===== config.mk =====
export PLATFORM = sky130hd
export DESIGN_NAME = alu_instruction_cycle_timing
export DESIGN_NICKNAME = d
export VERILOG_FILES = /design/src/shared/alu_timing_pkg.sv /design/src/rtl/alu_instruction_cycle_timing.sv /design/src/rtl/alu_timing_rom.sv
export VERILOG_INCLUDE_DIRS = /design/src /design/src/shared
export SDC_FILE = /design/constraint.sdc
export NUM_CORES = 1
export LEC_CHECK = 0
export BUFFER_PORTS_ARGS = -buffer_cell sky130_fd_sc_hd__buf_2
export CORE_ASPECT_RATIO = 1.75
export CORE_UTILIZATION = 25
export DETAILED_ROUTE_END_ITERATION = 12
export HOLD_SLACK_MARGIN = 0.05
export PLACE_DENSITY = 0.39
export SYNTH_ARGS = -nofsm -noshare
export SYNTH_HDL_FRONTEND = slang
export SYNTH_SLANG_ARGS = --single-unit

===== constraint.sdc =====
create_clock -name clk -period 4.5 [get_ports clk]
set_input_delay 0.225 -clock clk [delete_from_list [all_inputs] [get_ports clk]]
set_output_delay 0.225 -clock clk [all_outputs]
set_load 0.02 [all_outputs]

===== src/shared/alu_timing_params.svh =====
// Timing constants for the two-operand ALU instruction sequencer.
// Assumes a single processor clock domain.
`ifndef ALU_TIMING_PARAMS_SVH
`define ALU_TIMING_PARAMS_SVH

// Processor clock period
`define CLK_PERIOD_NS 10
// Least duration of one bus read or write cycle
`define BUS_CYCLE_NS 40
// Bus cycle length in clocks, rounded up
`define BUS_CYCLE_CLKS ((`BUS_CYCLE_NS + `CLK_PERIOD_NS - 1) / `CLK_PERIOD_NS)
// Extra clocks for predecrement operand in loop mode
`define PREDEC_LOOP_CLKS 2
// Widths of counters and reports
`define TOTAL_W 10
`define READS_W 5
`define WRITES_W 4
`define SUB_W 4

`endif


===== src/shared/alu_timing_pkg.sv =====
// Types for the ALU instruction cycle-timing sequencer.
// Assumes alu_timing_params.svh for widths.
`include "alu_timing_params.svh"

package alu_timing_pkg;

  typedef enum logic [3:0] {
    OP_ADD = 4'h0, OP_AND = 4'h1, OP_CMP = 4'h2, OP_DIVS = 4'h3,
    OP_DIVU = 4'h4, OP_XOR = 4'h5, OP_MUL = 4'h6, OP_OR = 4'h7,
    OP_SUB = 4'h8
  } op_t;

  typedef enum logic [1:0] {
    SZ_BYTE = 2'h0, SZ_WORD = 2'h1, SZ_LONG = 2'h2
  } size_t;

  // Destination form: ea to address reg, ea to data reg, data reg to memory
  typedef enum logic [1:0] {
    F_TO_AREG = 2'h0, F_TO_DREG = 2'h1, F_TO_MEM = 2'h2
  } form_t;

  typedef enum logic [1:0] {
    LC_CONTINUED = 2'h0, LC_CC_TRUE = 2'h1, LC_EXPIRED = 2'h2
  } loop_case_t;

  typedef enum logic [2:0] {
    EA_DREG = 3'h0, EA_AREG = 3'h1, EA_IND = 3'h2, EA_POSTINC = 3'h3,
    EA_PREDEC = 3'h4, EA_OTHER = 3'h5
  } ea_mode_t;

  typedef enum logic [2:0] {
    PH_IDLE = 3'h0, PH_LOOKUP = 3'h1, PH_READ = 3'h2, PH_INT = 3'h3,
    PH_WRITE = 3'h4, PH_PREFETCH = 3'h5
  } phase_t;

  typedef struct packed {
    logic valid;
    logic add_ea;
    logic [7:0] clocks;
    logic [2:0] reads;
    logic [1:0] writes;
  } timing_entry_t;

endpackage


===== src/rtl/alu_instruction_cycle_timing.sv =====
// Sequencer that spends the clocks and bus cycles of one ALU instruction
// form, and no fewer clocks than its bus cycles take. Assumes request inputs come from logic on clk.
`timescale 1ns/1ps
`default_nettype none
`include "alu_timing_params.svh"

module alu_instruction_cycle_timing
  import alu_timing_pkg::*;
(
  // Clock and reset
  input wire logic clk,
  input wire logic rst_b,
  // Instruction request
  input wire logic start,
  input wire op_t op_sel,
  input wire size_t size_sel,
  input wire form_t form_sel,
  input wire logic loop_mode,
  input wire loop_case_t loop_case,
  input wire ea_mode_t ea_mode,
  // Operand address computation cost
  input wire logic [7:0] ea_clocks,
  input wire logic [3:0] ea_reads,
  input wire logic [1:0] ea_writes,
  input wire logic [2:0] imm_words,
  // Sequencer status
  output logic busy,
  output logic bus_read,
  output logic bus_write,
  output logic bus_cycle_start,
  output logic prefetch,
  output logic done,
  output logic reject,
  output logic [`TOTAL_W-1:0] total_clocks
);

  localparam logic [`SUB_W-1:0] BUS_LAST = `SUB_W'(`BUS_CYCLE_CLKS - 1);
  localparam logic [`TOTAL_W-1:0] BUS_CLKS = `TOTAL_W'(`BUS_CYCLE_CLKS);

  typedef struct packed {
    phase_t phase;
    logic [`READS_W-1:0] rd_left;
    logic [`TOTAL_W-1:0] int_left;
    logic [`WRITES_W-1:0] wr_left;
    logic [`SUB_W-1:0] sub;
    logic [7:0] ea_clk;
    logic [3:0] ea_rd;
    logic [1:0] ea_wr;
    logic [2:0] imm;
    logic predec_loop;
    logic bad_mode;
    logic busy;
    logic bus_rd;
    logic bus_wr;
    logic cyc_start;
    logic pf;
    logic done;
    logic reject;
    logic [`TOTAL_W-1:0] total;
  } state_t;

  state_t s_q;
  state_t s_d;
  timing_entry_t rom_q;
  logic rst_s1_q;
  logic rst_s2_q;

  // Reset release through two flops
  always_ff @(posedge clk or negedge rst_b) begin
    if (!rst_b) begin
      rst_s1_q <= 1'b0;
      rst_s2_q <= 1'b0;
    end else begin
      rst_s1_q <= 1'b1;
      rst_s2_q <= rst_s1_q;
    end
  end

  // Base cost table
  alu_timing_rom u_rom (
    .clk(clk),
    .rst_n(rst_s2_q),
    .loop_mode(loop_mode),
    .loop_case(loop_case),
    .op_sel(op_sel),
    .size_sel(size_sel),
    .form_sel(form_sel),
    .entry_q(rom_q)
  );

  // First phase with work left; prefetch always closes
  function automatic phase_t first_phase(input logic rd, input logic it,
                                         input logic wr);
    if (rd) return PH_READ;
    else if (it) return PH_INT;
    else if (wr) return PH_WRITE;
    else return PH_PREFETCH;
  endfunction

  // Next state
  always_comb begin
    logic [`TOTAL_W-1:0] tot;
    logic [`TOTAL_W-1:0] bus_tot;
    logic [`READS_W-1:0] rds;
    logic [`WRITES_W-1:0] wrs;
    logic bad;
    tot = '0;
    bus_tot = '0;
    rds = '0;
    wrs = '0;
    bad = 1'b0;
    s_d = s_q;
    unique case (s_q.phase)
      PH_IDLE: begin
        if (start) begin
          s_d.phase = PH_LOOKUP;
          s_d.ea_clk = ea_clocks;
          s_d.ea_rd = ea_reads;
          s_d.ea_wr = ea_writes;
          s_d.imm = imm_words;
          s_d.predec_loop = loop_mode && (ea_mode == EA_PREDEC);
          s_d.bad_mode =
            (loop_mode && !(ea_mode == EA_IND || ea_mode == EA_POSTINC ||
                            ea_mode == EA_PREDEC)) ||
            (op_sel == OP_XOR && form_sel == F_TO_DREG &&
             ea_mode != EA_DREG) ||
            (form_sel == F_TO_AREG && size_sel == SZ_BYTE);
        end
      end
      PH_LOOKUP: begin
        // Base plus address computation, predecrement and immediates
        tot = `TOTAL_W'(rom_q.clocks)
            + (rom_q.add_ea ? `TOTAL_W'(s_q.ea_clk) : '0)
            + (s_q.predec_loop ? `TOTAL_W'(`PREDEC_LOOP_CLKS) : '0)
            + `TOTAL_W'(`TOTAL_W'(s_q.imm) * BUS_CLKS);
        rds = `READS_W'(rom_q.reads) + `READS_W'(s_q.imm)
            + (rom_q.add_ea ? `READS_W'(s_q.ea_rd) : '0);
        wrs = `WRITES_W'(rom_q.writes)
            + (rom_q.add_ea ? `WRITES_W'(s_q.ea_wr) : '0);
        bus_tot = `TOTAL_W'((`TOTAL_W'(rds) + `TOTAL_W'(wrs)) * BUS_CLKS);
        bad = !rom_q.valid || s_q.bad_mode || (rds == '0);
        if (bad) begin
          s_d.phase = PH_IDLE;
        end else begin
          // Last read is the prefetch; the rest run first
          s_d.rd_left = rds - `READS_W'(1);
          s_d.wr_left = wrs;
          s_d.int_left = (tot > bus_tot) ? tot - bus_tot : '0;
          s_d.total = bus_tot + s_d.int_left;
          s_d.sub = '0;
          s_d.phase = first_phase(s_d.rd_left != '0, s_d.int_left != '0,
                                  s_d.wr_left != '0);
        end
      end
      PH_READ: begin
        s_d.sub = s_q.sub + `SUB_W'(1);
        if (s_q.sub == BUS_LAST) begin
          s_d.sub = '0;
          s_d.rd_left = s_q.rd_left - `READS_W'(1);
          if (s_d.rd_left == '0)
            s_d.phase = first_phase(1'b0, s_q.int_left != '0,
                                    s_q.wr_left != '0);
        end
      end
      PH_INT: begin
        s_d.int_left = s_q.int_left - `TOTAL_W'(1);
        if (s_d.int_left == '0)
          s_d.phase = first_phase(1'b0, 1'b0, s_q.wr_left != '0);
      end
      PH_WRITE: begin
        s_d.sub = s_q.sub + `SUB_W'(1);
        if (s_q.sub == BUS_LAST) begin
          s_d.sub = '0;
          s_d.wr_left = s_q.wr_left - `WRITES_W'(1);
          if (s_d.wr_left == '0)
            s_d.phase = PH_PREFETCH;
        end
      end
      PH_PREFETCH: begin
        s_d.sub = s_q.sub + `SUB_W'(1);
        if (s_q.sub == BUS_LAST) begin
          s_d.sub = '0;
          s_d.phase = PH_IDLE;
        end
      end
      default: s_d.phase = PH_IDLE;
    endcase
    // Status derived from the coming phase; reject from the current lookup check
    s_d.busy = (s_d.phase == PH_READ) || (s_d.phase == PH_INT) ||
               (s_d.phase == PH_WRITE) || (s_d.phase == PH_PREFETCH);
    s_d.bus_rd = (s_d.phase == PH_READ) || (s_d.phase == PH_PREFETCH);
    s_d.bus_wr = (s_d.phase == PH_WRITE);
    s_d.cyc_start = (s_d.bus_rd || s_d.bus_wr) && (s_d.sub == '0);
    s_d.pf = (s_d.phase == PH_PREFETCH);
    s_d.done = s_d.pf && (s_d.sub == BUS_LAST);
    s_d.reject = (s_q.phase == PH_LOOKUP) && bad;
  end

  // State register
  always_ff @(posedge clk or negedge rst_s2_q) begin
    if (!rst_s2_q) begin
      s_q <= '0;
    end else begin
      s_q <= s_d;
    end
  end

  // Outputs straight from flops
  assign busy = s_q.busy;
  assign bus_read = s_q.bus_rd;
  assign bus_write = s_q.bus_wr;
  assign bus_cycle_start = s_q.cyc_start;
  assign prefetch = s_q.pf;
  assign done = s_q.done;
  assign reject = s_q.reject;
  assign total_clocks = s_q.total;

endmodule // alu_instruction_cycle_timing

`default_nettype wire


===== src/rtl/alu_timing_rom.sv =====
// Registered lookup of base clock, read and write counts per form.
// Assumes selector inputs stable at the edge that starts a lookup.
`timescale 1ns/1ps
`default_nettype none

module alu_timing_rom
  import alu_timing_pkg::*;
(
  // Clock and reset
  input wire logic clk,
  input wire logic rst_n,
  // Selector
  input wire logic loop_mode,
  input wire loop_case_t loop_case,
  input wire op_t op_sel,
  input wire size_t size_sel,
  input wire form_t form_sel,
  // Registered entry
  output timing_entry_t entry_q
);

  // Pack one table entry
  function automatic timing_entry_t ent(input int c, input int r,
                                        input int w, input int ea);
    timing_entry_t e;
    e.valid = 1'b1;
    e.add_ea = (ea != 0);
    e.clocks = 8'(c);
    e.reads = 3'(r);
    e.writes = 2'(w);
    return e;
  endfunction

  // Pick one of three loop-case entries
  function automatic timing_entry_t sel3(input loop_case_t lc,
      input timing_entry_t a, input timing_entry_t b,
      input timing_entry_t c);
    timing_entry_t e;
    e = '0;
    unique case (lc)
      LC_CONTINUED: e = a;
      LC_CC_TRUE: e = b;
      LC_EXPIRED: e = c;
      default: e = '0;
    endcase
    return e;
  endfunction

  // Whole timing table
  function automatic timing_entry_t lookup(input logic lp,
      input loop_case_t lc, input op_t op, input size_t sz,
      input form_t f);
    timing_entry_t e;
    logic l;
    e = '0;
    l = (sz == SZ_LONG);
    if (!lp) begin
      unique case (op)
        OP_ADD, OP_SUB, OP_AND, OP_OR, OP_CMP, OP_XOR: begin
          if (f == F_TO_AREG && (op == OP_ADD || op == OP_SUB))
            e = l ? ent(6, 1, 0, 1) : ent(8, 1, 0, 1);
          else if (f == F_TO_AREG && op == OP_CMP)
            e = ent(6, 1, 0, 1);
          else if (f == F_TO_DREG)
            e = l ? ent(6, 1, 0, int'(op != OP_XOR))
                  : ent(4, 1, 0, int'(op != OP_XOR));
          else if (f == F_TO_MEM && op != OP_CMP)
            e = l ? ent(12, 1, 2, 1) : ent(8, 1, 1, 1);
        end
        OP_DIVS: if (f == F_TO_DREG) e = ent(122, 1, 0, 1);
        OP_DIVU: if (f == F_TO_DREG) e = ent(108, 1, 0, 1);
        OP_MUL: if (f == F_TO_DREG) e = ent(42, 1, 0, 1);
        default: e = '0;
      endcase
    end else begin
      unique case (op)
        OP_ADD, OP_SUB: begin
          if (f == F_TO_AREG)
            e = l ? sel3(lc, ent(22, 2, 0, 0), ent(28, 4, 0, 0),
                         ent(26, 4, 0, 0))
                  : sel3(lc, ent(18, 1, 0, 0), ent(24, 3, 0, 0),
                         ent(22, 3, 0, 0));
          else if (f == F_TO_DREG && l && op == OP_SUB)
            e = sel3(lc, ent(20, 2, 0, 0), ent(26, 4, 0, 0),
                     ent(24, 4, 0, 0));
          else if (f == F_TO_DREG)
            e = l ? sel3(lc, ent(22, 2, 0, 0), ent(28, 4, 0, 0),
                         ent(26, 4, 0, 0))
                  : sel3(lc, ent(16, 1, 0, 0), ent(22, 3, 0, 0),
                         ent(20, 3, 0, 0));
          else if (f == F_TO_MEM)
            e = l ? sel3(lc, ent(24, 2, 2, 0), ent(30, 4, 2, 0),
                         ent(28, 4, 2, 0))
                  : sel3(lc, ent(16, 1, 1, 0), ent(22, 3, 1, 0),
                         ent(20, 3, 1, 0));
        end
        OP_AND, OP_OR, OP_XOR: begin
          if (f == F_TO_DREG && op != OP_XOR)
            e = l ? sel3(lc, ent(22, 2, 0, 0), ent(28, 4, 0, 0),
                         ent(26, 4, 0, 0))
                  : sel3(lc, ent(16, 1, 0, 0), ent(22, 3, 0, 0),
                         ent(20, 3, 0, 0));
          else if (f == F_TO_MEM)
            e = l ? sel3(lc, ent(24, 2, 2, 0), ent(30, 4, 2, 0),
                         ent(28, 4, 2, 0))
                  : sel3(lc, ent(16, 1, (op == OP_AND) ? 1 : 0, 0),
                         ent(22, 3, 1, 0), ent(20, 3, 1, 0));
        end
        OP_CMP: begin
          if (f == F_TO_AREG || f == F_TO_DREG)
            e = l ? sel3(lc, ent(18, 2, 0, 0), ent(24, 4, 0, 0),
                         ent(20, 4, 0, 0))
                  : sel3(lc, ent(12, 1, 0, 0), ent(18, 3, 0, 0),
                         (f == F_TO_DREG) ? ent(16, 4, 0, 0)
                                          : ent(16, 3, 0, 0));
        end
        default: e = '0;
      endcase
    end
    return e;
  endfunction

  // Entry registered one edge after the selector
  always_ff @(posedge clk or negedge rst_n) begin
    if (!rst_n) begin
      entry_q <= '0;
    end else begin
      entry_q <= lookup(loop_mode, loop_case, op_sel, size_sel, form_sel);
    end
  end

endmodule // alu_timing_rom

`default_nettype wire


[Yosys cells after proc, flatten, opt, wreduce, memory -nomap -nowiden]
Cells that the tools add are included.
Storage, ports and cells
  logic and storage cells: 194
  bits of input ports: 34
  register bits: 79
  output and inout port bits: 17
Operators by class
  order comparisons: 1
  eq/ne operators: 32
  reduce and logical (&&, ||, !) cells: 57
  $add $sub $neg: 14
  mux-type cells: 63
  bitwise gates (word level): 1
Operators with widths (count)
  $pmux 15 s3: 10
  $mux 15: 20
  $pmux 15 s4: 1
  $mux 8: 4
  $mux 3: 10
  $mux 23: 1
  $pmux 10 s2: 1
  $reduce_bool 10->1: 2
  $eq 3x2->1 const B: 6
  $pmux 3 s6: 1
  $eq 4x2->1 const B: 4
  $eq 4x3->1 const B: 4
  $eq 3x3->1 const B: 5
  $logic_and 1x1->1: 14
  $logic_or 1x1->1: 13
  $logic_not 4->1: 3
  $pmux 4 s3: 1
  $add 10x5->10: 1
  $add 8x10->10: 1
  $add 9x2->10: 1
  $gt 10x8->1: 1
  $logic_not 10->1: 1
  $logic_not 5->1: 2
  $mux 10: 1
  39 further kinds: 60

[Depth between registers and ports, before layout]
Gate-level depths: netlist (run 1).
  depth in word-level cells: 15
  depth in mapped cells: 24
  mapped depth without buffers: 23

[Cells and area by module]
Synthesis (run 1) repeated with hierarchy kept, for this count alone.
Unflattened totals
  cells, all modules: 691
  area total of the unflattened synthesis: 6164.7 µm²
Modules (own cells, without submodules)
  alu_instruction_cycle_timing: cells an instance 513, sequential area each 1601.5 µm², times used 1, area each 4805.9 µm²
  alu_timing_rom: cells an instance 178, sequential area each 325.3 µm², times used 1, area each 1358.8 µm²

[Worst setup path before layout (run 1)]
OpenSTA, ideal clock, no wires.
  path kind: reg2reg
  start: register u_rom.entry_q[13] (netlist bit)
  end: register s_q, in the netlist total_clocks[8]
  path buffers: 1
  slack: -764 ps
  period minus slack after synthesis: 5264 ps
  cell stages (with the launch flop): 25
  arrival: 5129 ps
  required time: 4366 ps
  setup time: 134 ps
  cell sequence: dfrtp_1 clkbuf_1 nand2_1 fa_1 inv_1 ha_1 fa_1 ha_1 a21oi_1 xnor2_1 inv_1 ha_1 or2_2 o211ai_1 a21oi_2 a21oi_2 nor2_1 ha_1 fa_1 a21oi_1 o21bai_1 a21o_1 a21oi_1 xor2_1 o21ai_0
Between the ends
  longest elaborated chain between the ends: 7
  elaborated cells on any way between the ends: 17
  those cells by class: add/sub: 8; order compare: 1; mux: 4; bitwise: 1; reduce/logical: 3
Ends and longest elaborated chain
  from (decl): line alu_timing_rom.sv:19  | output timing_entry_t entry_q
  from (signal assigned): line alu_timing_rom.sv:128  | entry_q <= lookup(loop_mode, loop_case, op_sel, size_sel, form_sel);
  $mux 8: line alu_instruction_cycle_timing.sv:133  | + (rom_q.add_ea ? `TOTAL_W'(s_q.ea_clk) : '0)
  $add 8x8->9 (no line)
  $add 9x2->10 (no line)
  $add 10x5->10 (no line)
  $sub 10x8->10 or $gt 10x8->1 (tied branches): line alu_instruction_cycle_timing.sv:148  | s_d.int_left = (tot > bus_tot) ? tot - bus_tot : '0;
  $mux 10: line alu_instruction_cycle_timing.sv:148
  $add 8x10->10: line alu_instruction_cycle_timing.sv:149  | s_d.total = bus_tot + s_d.int_left;
  to (signal assigned): line alu_instruction_cycle_timing.sv:202  | s_q <= '0;
  to (signal assigned): line alu_instruction_cycle_timing.sv:204  | s_q <= s_d;
  to (decl): line alu_instruction_cycle_timing.sv:62  | state_t s_q;
Several ways; a longest one is shown, not always the timed one.
A chain may end at the register's enable or synchronous reset.

[Worst setup path after layout (run 1)]
Ends and elaborated chain as after synthesis.

==> results.md, run 1 <==
- FP Rows: 74
- Storage cell area: 1930 sq um
- Final slew viol count: 0
- Final setup violation count: 7
- Die Footprint: 24400 sq um
- Syn avg cell area: 8.90 sq um
- Routability cong.: 0.909
- Layout fillers: 2500
- RSZ-0062 raised after global routing: true
- Post-route DRC: 0
- Hold wc startpoint: ea_clocks[2]
- Antenna diodes: 0
- Hold WC Path Type: in -> reg
- Die width: 119 um
- Post-synth EDFFs: 0
- FF-to-FF path depth: 22
- Worst Setup Start Kind: flop
- WL per Instance: 16.9 um
- Post-synthesis sequential area ratio: 0.324
- Hold Path Depth: 2
- Post-Layout Cell Count: 1076
- CTS Sinks: 77
- Largest net degree at the start of global routing: 76
- Synth cell types: 79
- Fin area: 7600 sq um
- Status: finished with violations
- First-pass GRT wire length: 29.1 mm
- Peak Freq: 0.211 GHz
- Clock transition at path regs: 0.06 ns
- Layout cells sized above 1: 0.304
- Vias per std cell: 4.87
- Peak supply drop: 0.389 mV
- Hold Vio Cnt, Final: 0
- Total routed wirelength: 18.2 mm
- Vias in the first global route: 5536
- Pre-CTS setup slack: -0.432 ns
- Die Y-Extent: 206 um
- Synthesized Nets: 759
- First DRT Iteration DRCs: 193
- Period minus WS final: 4.75 ns
- Setup CP Type: reg -> reg
- TritonCTS clock tree: built
- CP Data Required Time: 4.74 ns
- Crit Path Max Fanout: 5
- Worst-Margin Slew: 1.04 ns
- Mapped Area: 5940 sq um
- All-Layer GR Usage: 0.156
- Pwr Density: 803 nW/um^2
- Worst Hold Path EP: s_q[30]$_DFFE_PN0P_
- Core Box Area: 23300 sq um
- Initial antenna violation count: 0
- Via count: 5244
- Failing checks: setup timing
- #FFs+latches synth: 77
- Worst-skew pair later-pin latency: 0.36 ns
- Num CTS Buffers: 9
- Util after Layout: 0.326
- Worst reg-to-reg setup slack: -0.25 ns
- Final worst-path setup slack: -0.250 ns
- Clock buffer depth: 2
- Post-synth ARST share: 1.00
- RR Endpoint: total_clocks[8]$_DFFE_PN0P_
- Synthesis-to-layout area growth: 27.9%
- Worst Skew: 0.00873 ns
- R2r startpoint: u_rom.entry_q[13]$_DFF_PN0_
- First-pass detailed-route iteration total: 4
- Arrival time at the worst endpoint: 4.99 ns
- Slowest-stage cell, CP: fa_2
- LEAKAGE: 3.41 nW
- Port buffer count: 50
- Initial Util: 0.255
- CP most frequent cell: ha_4
- Cell total after placement: 1048
- Max FFs per register: 45
- CTS root buffer: clkbuf_16
- CP peak stage delay: 0.55 ns
- CP endpoint kind: flop
- Post-Synthesis Cells: 668
- Hpwl dp: 14.5 mm
- Placed Area: 6890 sq um
- Hold slack: 0.0996 ns
- Detail Route Antenna Nets: 0
- Final Power: 6.11 mW
- CP Cell Sequence: nand2_2 -> fa_1 -> inv_2 -> ha_4 -> fa_2 -> ha_4 -> nor2b_2 -> o21ai_2 -> xnor2_2 -> ha_4 -> and3_1 -> nand4_1 -> a21oi_4 -> nor2_2 -> ha_2 -> fa_2 -> a21oi_2 -> o21bai_1 -> a21o_1 -> a21oi_2 -> xor2_1 -> o21ai_1
- Nets@finish: 860
- Grt total ovfl: 0
- Htree depth: 3
- Max-slew headroom: 0.308
- Reg with most FFs: s_q
- Multi-input gate area: 4010 sq um
- Yosys Warn Count: 0
- Dominant synthesized flop cell: dfrtp_1
- Fin crit share: 1.06
- Max-cap viol count: 0
- Setup TNS Final: -0.888 ns
- Top-level port count: 51
[synth_stat cells, drive strengths merged, types with 6 or more instances]
| library cell | instances | area, sq um |
|---|---|---|
| nand3 | 9 | 50.1 |
| nand2 | 74 | 288 |
| fa | 13 | 260 |
| nor2b | 10 | 62.6 |
| xnor2 | 19 | 166 |
| nand2b | 9 | 56.3 |
| nor3 | 21 | 105 |
| inv | 38 | 143 |
| ha | 44 | 551 |
| o21a | 9 | 70.1 |
| a21o | 7 | 52.6 |
| clkbuf | 21 | 88.8 |
| a31oi | 10 | 62.6 |
| nand4 | 6 | 37.5 |
| mux2 | 16 | 180 |
| and2 | 17 | 111 |
| xor2 | 8 | 85.1 |
| o22a | 6 | 53.8 |
| buf | 15 | 131 |
| o21ai | 46 | 230 |
| a21oi | 41 | 216 |
| nor2 | 59 | 221 |
| and3 | 6 | 38.8 |
| dfrtp | 77 | 1930 |
[repair_timing]
| action | in CTS | in global routing |
|---|---|---|
| setup endpoints to repair | 15 | 17 |
| gates resized for setup | 53 | 21 |
| buffers inserted | 10 | 4 |
| pin swaps | 39 | 11 |
| hold endpoints to repair | 2 | 0 |
| hold buffers | 1 | 0 |
[power breakdown]
part / switching, mW / internal [mW]
clock network: 0.286 / 0.395
registers: 0.217 / 0.908
logic: 2.07 / 2.23
total: 2.58 / 3.53
[layer usage]
layer  wire length [um]  share of wire  GRT usage  vias up
met4                481          0.026     0.0692        0
li1                   -              -          -     2543
met5                  0              0          0        -
met3                374          0.021     0.0229       29
met1               6430           0.35      0.147     2583
met2              10900           0.60      0.325       89
[critical path: cells and delay by family, from the launching register on]
family,cells,cell delay [ns]
and+or+nand+nor,5,0.59
xor gates and xnor gates,2,0.28
buffers and inverters,1,0.06
adders and majority gates,7,2.28
AOI/OAI and AO/OA,7,0.99
DFF,1,0.42
[worst max path at each step]
stage	startpoint	end	depth (start not counted)
CTS	u_rom.entry_q[13]$_DFF_PN0_	total_clocks[8]$_DFFE_PN0P_	23
global route	u_rom.entry_q[13]$_DFF_PN0_	total_clocks[8]$_DFFE_PN0P_	23
finish	u_rom.entry_q[13]$_DFF_PN0_	total_clocks[8]$_DFFE_PN0P_	22
floorplan	u_rom.entry_q[13]$_DFF_PN0_	total_clocks[8]$_DFFE_PN0P_	24
global placement	u_rom.entry_q[13]$_DFF_PN0_	done$_DFF_PN0_	17
detailed placement	u_rom.entry_q[13]$_DFF_PN0_	done$_DFF_PN0_	17
[cell usage in the layout (no fill, tap or decap), drive strengths merged, types with 5 or more instances in the layout]
master	synthesis	layout
nand3	9	9
nor2	59	59
o21a	9	9
buf	15	125
nor2b	10	10
a31oi	10	10
o22a	6	6
clkbuf	21	12
nand3b	5	5
dfrtp	77	77
a21o	7	7
ha	44	44
nand4	6	6
or3	5	5
o21ai	46	46
nand2	74	74
inv	38	38
xnor2	19	19
xor2	8	8
and3	6	6
nor3	21	21
and2	17	17
fa	13	13
nor3b	5	5
nand2b	9	9
mux2	16	16
a21oi	41	41
[cell families (layout without fill, tap and decap cells)]
kind of cell             Yosys count  in the layout  synth area share
flip-flops                        77             77             0.324
AND/OR/NAND/NOR                  244            244             0.208
buffers and inverters             75            179            0.0625
multiplexers                      20             20            0.0371
adder cells (fa/ha/maj)           57             57             0.136
XOR/XNOR                          27             27            0.0423
AO/OA/AOI/OAI                    167            167             0.189
other                              1              1          0.000631
[layout make-up]
cell class	count	area share
Multi-Input combinational cell	516	0.527
Tap cell	304	0.0500
Clock inverter	2	0.00132
Inverter	39	0.0202
Sequential cell	77	0.254
Clock buffer	12	0.0337
Timing Repair Buffer	126	0.113
No activity file was read; power rests on OpenSTA's default activity.
==> run 2: changes to the inputs <==
REMOVE_ABC_BUFFERS = 1   (was unset)
==> run 2 against run 1 <==
The flow still finishes with violations (setup timing). Total power decreased by 4.3%. Clock power decreased by 2%. Sequential power about the same. Final cell count decreased by 0.19%. Via count decreased by 0.67%. Clock skew increased by 0.0011 ns. Combinational power decreased by 5.8%. Wire length decreased by 2.0%. Hold slack improved by 0.0053 ns. Sequential share of layout area increased by 0.55 points. Critical path type unchanged.
==> results.md, run 2 (synthesis results as in run 1) <==
- Status: finished with violations
- Failing checks: setup timing
- Hpwl dp: 14.4 mm (-0.99%)
- Clock buffer depth: 2 (unchanged)
- Nets@finish: 857 (-0.35%)
- Hold WC Path Type: in -> reg
- Hold Path Depth: 2 (unchanged)
- Peak supply drop: 0.305 mV (-22%)
- Period minus WS final: 4.71 ns (-0.0374 ns)
- Worst-Margin Slew: 1.00 ns (-0.0368 ns)
- Final Power: 5.84 mW (-4.3%)
- Reg with most FFs: s_q
- Setup TNS Final: -0.638 ns (+0.250 ns)
- CTS Sinks: 77 (unchanged)
- Largest net degree at the start of global routing: 76 (unchanged)
- CTS root buffer: clkbuf_16
- Antenna diodes: 0 (unchanged)
- Layout fillers: 2493 (-0.28%)
- All-Layer GR Usage: 0.155 (-0.00125)
- Setup CP Type: reg -> reg
- LEAKAGE: 3.37 nW (-1.4%)
- Peak Freq: 0.212 GHz (+0.79%)
- Hold wc startpoint: ea_clocks[6]
- Worst Setup Start Kind: flop
- R2r startpoint: u_rom.entry_q[13]$_DFF_PN0_
- CP Data Required Time: 4.73 ns (about the same)
- Pwr Density: 785 nW/um^2 (-2.3%)
- Num CTS Buffers: 9 (unchanged)
- Detail Route Antenna Nets: 0 (unchanged)
- Storage cell area: 1930 sq um (unchanged)
- Final setup violation count: 7 (unchanged)
- Layout cells sized above 1: 0.281 (-0.0239)
- Util after Layout: 0.319 (-0.00686)
- Htree depth: 3 (unchanged)
- Placed Area: 6850 sq um (-0.69%)
- Die Y-Extent: 206 um (unchanged)
- Routability cong.: 0.895 (-1.5%)
- Core Box Area: 23300 sq um (unchanged)
- Die Footprint: 24400 sq um (unchanged)
- Worst Skew: 0.00980 ns (+0.00107 ns)
- RSZ-0062 raised after global routing: true
- Final worst-path setup slack: -0.213 ns (+0.0374 ns)
- Die width: 119 um (unchanged)
- Most frequent cells in the layout: dfrtp_1, nand2_1, buf_4
- Fin area: 7440 sq um (-2.1%)
- Vias in the first global route: 5658 (+2.2%)
- Worst Hold Path EP: s_q[34]$_DFFE_PN0P_
- FF-to-FF path depth: 23 (+4.5%)
- WL per Instance: 16.6 um (-1.8%)
- Initial Util: 0.255 (unchanged)
- Worst reg-to-reg setup slack: -0.21 ns (+0.04 ns)
- RR Endpoint: total_clocks[8]$_DFFE_PN0P_
- Multi-input gate area: 3900 sq um (-2.8%)
- Initial antenna violation count: 0 (unchanged)
- Via count: 5209 (-0.67%)
- Final slew viol count: 0 (unchanged)
- Most common cell after layout, fill and taps aside: dfrtp_1
- Top-level port count: 51 (unchanged)
- CP endpoint kind: flop
- First-pass GRT wire length: 28.8 mm (-0.88%)
- Max FFs per register: 45 (unchanged)
- Max-slew headroom: 0.332 (+0.0245)
- Crit Path Max Fanout: 5 (unchanged)
- Post-route DRC: 0 (unchanged)
- Hold Vio Cnt, Final: 0 (unchanged)
- Vias per std cell: 4.85 (-0.48%)
- Clock transition at path regs: 0.06 ns (about the same)
- Fin crit share: 1.05 (-0.00831)
- Port buffer count: 50 (unchanged)
- Grt total ovfl: 0 (unchanged)
- Max-cap viol count: 0 (unchanged)
- Worst-skew pair later-pin latency: 0.36 ns (about the same)
- TritonCTS clock tree: built
- Total routed wirelength: 17.8 mm (-2.0%)
- Arrival time at the worst endpoint: 4.94 ns (-0.05 ns)
- FP Rows: 74 (unchanged)
- First DRT Iteration DRCs: 208 (+7.8%)
- First-pass detailed-route iteration total: 5 (+1)
- Synthesis-to-layout area growth: 25.2%
run 2: cell types whose count changed in the layout (fill, tap and decap cells not counted), sizes merged:
cell,before,now
buf,125,122
clkbuf,12,9
clkinvlp,0,3
clkinv,3,4
run 2: power breakdown:
part           switching [mW]  internal [mW]
Combinational            1.93           2.12
Clock                   0.298          0.368
Sequential              0.217          0.908
Total                    2.45           3.39
run 2: worst max-delay path by stage:
stage	slack (ns)	start	end	cells past startpoint
2_1_floorplan	-0.66	u_rom.entry_q[13]$_DFF_PN0_	total_clocks[8]$_DFFE_PN0P_	23
4_1_cts	-0.40	u_rom.entry_q[13]$_DFF_PN0_	total_clocks[8]$_DFFE_PN0P_	23
5_1_grt	-0.48	u_rom.entry_q[13]$_DFF_PN0_	total_clocks[8]$_DFFE_PN0P_	23
3_5_place_dp	-0.63	u_rom.entry_q[13]$_DFF_PN0_	total_clocks[9]$_DFFE_PN0P_	24
6_report	-0.21	u_rom.entry_q[13]$_DFF_PN0_	total_clocks[8]$_DFFE_PN0P_	23
3_3_place_gp	-0.53	u_rom.entry_q[13]$_DFF_PN0_	total_clocks[9]$_DFFE_PN0P_	24
run 2: worst max-delay path, stage by stage (launching register included):
cell and delay, ns:
dfrtp_1 0.41, nand2_2 0.07, fa_1 0.49, inv_2 0.06
ha_4 0.15, fa_2 0.56, ha_4 0.22, buf_6 0.13
nor2b_4 0.12, o21ai_2 0.14, xnor2_2 0.10, ha_1 0.31
and3_1 0.15, nand4_1 0.11, a21oi_2 0.19, nor2_1 0.06
ha_2 0.18, fa_2 0.35, a21oi_2 0.14, o21bai_1 0.09
a21o_1 0.19, a21oi_2 0.14, xor2_1 0.15, o21ai_1 0.07
run 2: metrics by stage:
stage          setup WS, ns  instances  hold WS, ns
6_report             -0.213       1074        0.105
5_1_grt              -0.482       1074        0.101
4_1_cts              -0.401       1073       0.0810
3_5_place_dp         -0.629       1050       0.0109
3_3_place_gp         -0.526       1050      0.00921
2_1_floorplan        -0.662        632      -0.0706
run 2: cell type report:
cell class                      instances  share of cell area
Clock buffer                            9              0.0303
Clock inverter                          6             0.00555
Inverter                               39              0.0203
Multi-Input combinational cell        516               0.524
Sequential cell                        77               0.259
Tap cell                              304              0.0511
Timing Repair Buffer                  123               0.110
run 2: routing by layer:
metal / wire length [um] / track usage / vias up
li1: - / - / 2542
met1: 6160 / 0.139 / 2543
met2: 10600 / 0.324 / 91
met3: 425 / 0.0235 / 33
met4: 680 / 0.0809 / 0
met5: 0 / 0 / -
run 2: timing repair:
action | CTS | global route
resized for setup | 27 | 28
endpoints found under the setup margin | 15 | 20
hold endpoints to repair | 2 | 0
pin swaps | 24 | 36
hold buffers | 1 | 0
setup buffers | 7 | 4
==> run 3: changes to the inputs <==
RECOVER_POWER = 50   (was unset)
==> run 3 against run 2 <==
The run ends with capacitance limit, slew limit, setup timing left. Wire length is 0.13% higher. Critical path type unchanged. First-iteration DRC count rose by 11%. Core utilization decreased by 0.12 points. Final cell count did not move.
==> results.md, run 3 (synthesis results as in run 1) <==
- Status: finished with violations
- Failing checks: capacitance limit, slew limit, setup timing
- Port buffer count: 50 (unchanged)
- Peak Freq: 0.212 GHz (about the same)
- LEAKAGE: 3.29 nW (-2.2%)
- First DRT Iteration DRCs: 231 (+11%)
- CP most frequent cell: a21oi_2
- Pwr Density: 787 nW/um^2 (+0.21%)
- Die width: 119 um (unchanged)
- Antenna diodes: 0 (unchanged)
- CP Data Required Time: 4.73 ns (about the same)
- Detail Route Antenna Nets: 0 (unchanged)
- Clock buffer depth: 2 (unchanged)
- Worst-skew pair later-pin latency: 0.36 ns (about the same)
- Worst Skew: 0.0101 ns (+0.000300 ns)
- Total routed wirelength: 17.9 mm (+0.13%)
- Top-level port count: 51 (unchanged)
- Setup TNS Final: -0.640 ns (-0.00145 ns)
- CTS root buffer: clkbuf_16
- Die Y-Extent: 206 um (unchanged)
- Clock transition at path regs: 0.06 ns (about the same)
- Largest net degree at the start of global routing: 76 (unchanged)
- Final setup violation count: 7 (unchanged)
- Setup CP Type: reg -> reg
- Hold WC Path Type: in -> reg
- Initial Util: 0.255 (unchanged)
- First-pass GRT wire length: 28.8 mm (unchanged)
- Num CTS Buffers: 9 (unchanged)
- Fin crit share: 1.05 (about the same)
- Most common cell after layout, fill and taps aside: dfrtp_1
- Pre-CTS setup slack: -0.629 ns (unchanged)
- First-pass detailed-route iteration total: 4 (-1)
- RSZ-0062 raised after global routing: true
- Vias in the first global route: 5658 (unchanged)
- Worst Setup Start Kind: flop
- CP endpoint kind: flop
- Hpwl dp: 14.4 mm (unchanged)
- CP Cell Sequence: nand2_2 -> fa_1 -> inv_2 -> ha_4 -> fa_2 -> ha_4 -> buf_6 -> nor2b_4 -> o21ai_2 -> xnor2_2 -> ha_1 -> and3_1 -> nand4_1 -> a21oi_2 -> nor2_1 -> ha_2 -> fa_2 -> a21oi_2 -> o21bai_1 -> a21o_1 -> a21oi_2 -> xor2_1 -> o21ai_1
- FP Rows: 74 (unchanged)
- Hold slack: 0.104 ns (-0.000584 ns)
- Final slew viol count: 76 (+76)
- Layout cells sized above 1: 0.255 (-0.0260)
- Die Footprint: 24400 sq um (unchanged)
- RR Endpoint: total_clocks[8]$_DFFE_PN0P_
- Hold Path Depth: 2 (unchanged)
- Post-route DRC: 0 (unchanged)
- Initial antenna violation count: 0 (unchanged)
- R2r startpoint: u_rom.entry_q[13]$_DFF_PN0_
- Period minus WS final: 4.71 ns (+0.000256 ns)
- Final Power: 5.83 mW (-0.16%)
- Fin area: 7410 sq um (-0.37%)
- Routability cong.: 0.895 (unchanged)
- Most frequent cells in the layout: dfrtp_1, nand2_1, buf_4
- CP peak stage delay: 0.56 ns (about the same)
- CTS Sinks: 77 (unchanged)
- Layout fillers: 2500 (+0.28%)
- Crit Path Max Fanout: 5 (unchanged)
- Max-cap viol count: 1 (+1)
- Final worst-path setup slack: -0.213 ns (-0.000256 ns)
- Arrival time at the worst endpoint: 4.95 ns (about the same)
- FF-to-FF path depth: 23 (unchanged)
- Hold Vio Cnt, Final: 0 (unchanged)
- Cell family with most CP delay: adder cells
- Htree depth: 3 (unchanged)
- Worst-Margin Slew: 3.06 ns (+2.06 ns)
- Max FFs per register: 45 (unchanged)
- Worst Hold Path EP: s_q[34]$_DFFE_PN0P_
- Hold wc startpoint: ea_clocks[6]
- Vias per std cell: 4.84 (-0.23%)
- Via count: 5197 (-0.23%)
- Peak supply drop: 0.305 mV (about the same)
- Nets@finish: 857 (unchanged)
- TritonCTS clock tree: built
- Slowest-stage cell, CP: fa_2
- WL per Instance: 16.6 um (+0.13%)
- Core Box Area: 23300 sq um (unchanged)
- Max-slew headroom: -1.04 (-1.37)
- Synthesis-to-layout area growth: 24.8%
- CP Buf/Inv Count: 2 (unchanged)
- Placed Area: 6850 sq um (unchanged)
- All-Layer GR Usage: 0.155 (unchanged)
- Reg with most FFs: s_q
- Worst reg-to-reg setup slack: -0.21 ns (about the same)
- Grt total ovfl: 0 (unchanged)
run 3: how the worst max path moves through the flow:
stage	from	endpoint	slack [ns]	cells after the start
after global routing	u_rom.entry_q[13]$_DFF_PN0_	total_clocks[8]$_DFFE_PN0P_	-0.48	23
after CTS	u_rom.entry_q[13]$_DFF_PN0_	total_clocks[8]$_DFFE_PN0P_	-0.40	23
final	u_rom.entry_q[13]$_DFF_PN0_	total_clocks[8]$_DFFE_PN0P_	-0.21	23
after floorplan	u_rom.entry_q[13]$_DFF_PN0_	total_clocks[8]$_DFFE_PN0P_	-0.66	23
after global placement	u_rom.entry_q[13]$_DFF_PN0_	total_clocks[9]$_DFFE_PN0P_	-0.53	24
after detailed placement	u_rom.entry_q[13]$_DFF_PN0_	total_clocks[9]$_DFFE_PN0P_	-0.63	24
run 3: layer usage:
metal	share of wire	up-vias	global-route usage
met5	0	-	0
met4	0.038	0	0.0809
met3	0.025	33	0.0235
met2	0.59	85	0.324
met1	0.35	2535	0.139
li1	-	2544	-
run 3: power by group:
group | switching [mW] | internal, mW | leakage [nW]
Clock | 0.298 | 0.368 | 0.123
Combinational | 1.93 | 2.11 | 2.18
Sequential | 0.217 | 0.908 | 0.988
Total | 2.45 | 3.38 | 3.29
run 3: timing repair:
item	4_1_cts	5_1_grt
cloned	0	0
endpoints found under the hold margin	2	0
endpoints found under the setup margin	15	20
hold buffers	1	0
gates resized for setup	27	28
pin swaps	24	36
buffers inserted	7	4
run 3: per-stage QoR:
stage | util | cells
after floorplan | - | 632
after global placement | 0.293 | 1050
after detailed placement | 0.293 | 1050
after CTS | 0.313 | 1073
after global routing | 0.318 | 1074
final | 0.318 | 1074
run 3: layout make-up:
type	count	area, sq um	share of cell area
clock buffer	9	225	0.0304
sequential	77	1930	0.260
inverter	39	151	0.0204
timing repair buffer	123	792	0.107
tap	304	380	0.0513
clock inverter	6	41.3	0.00557
multi-input combinational	516	3900	0.526
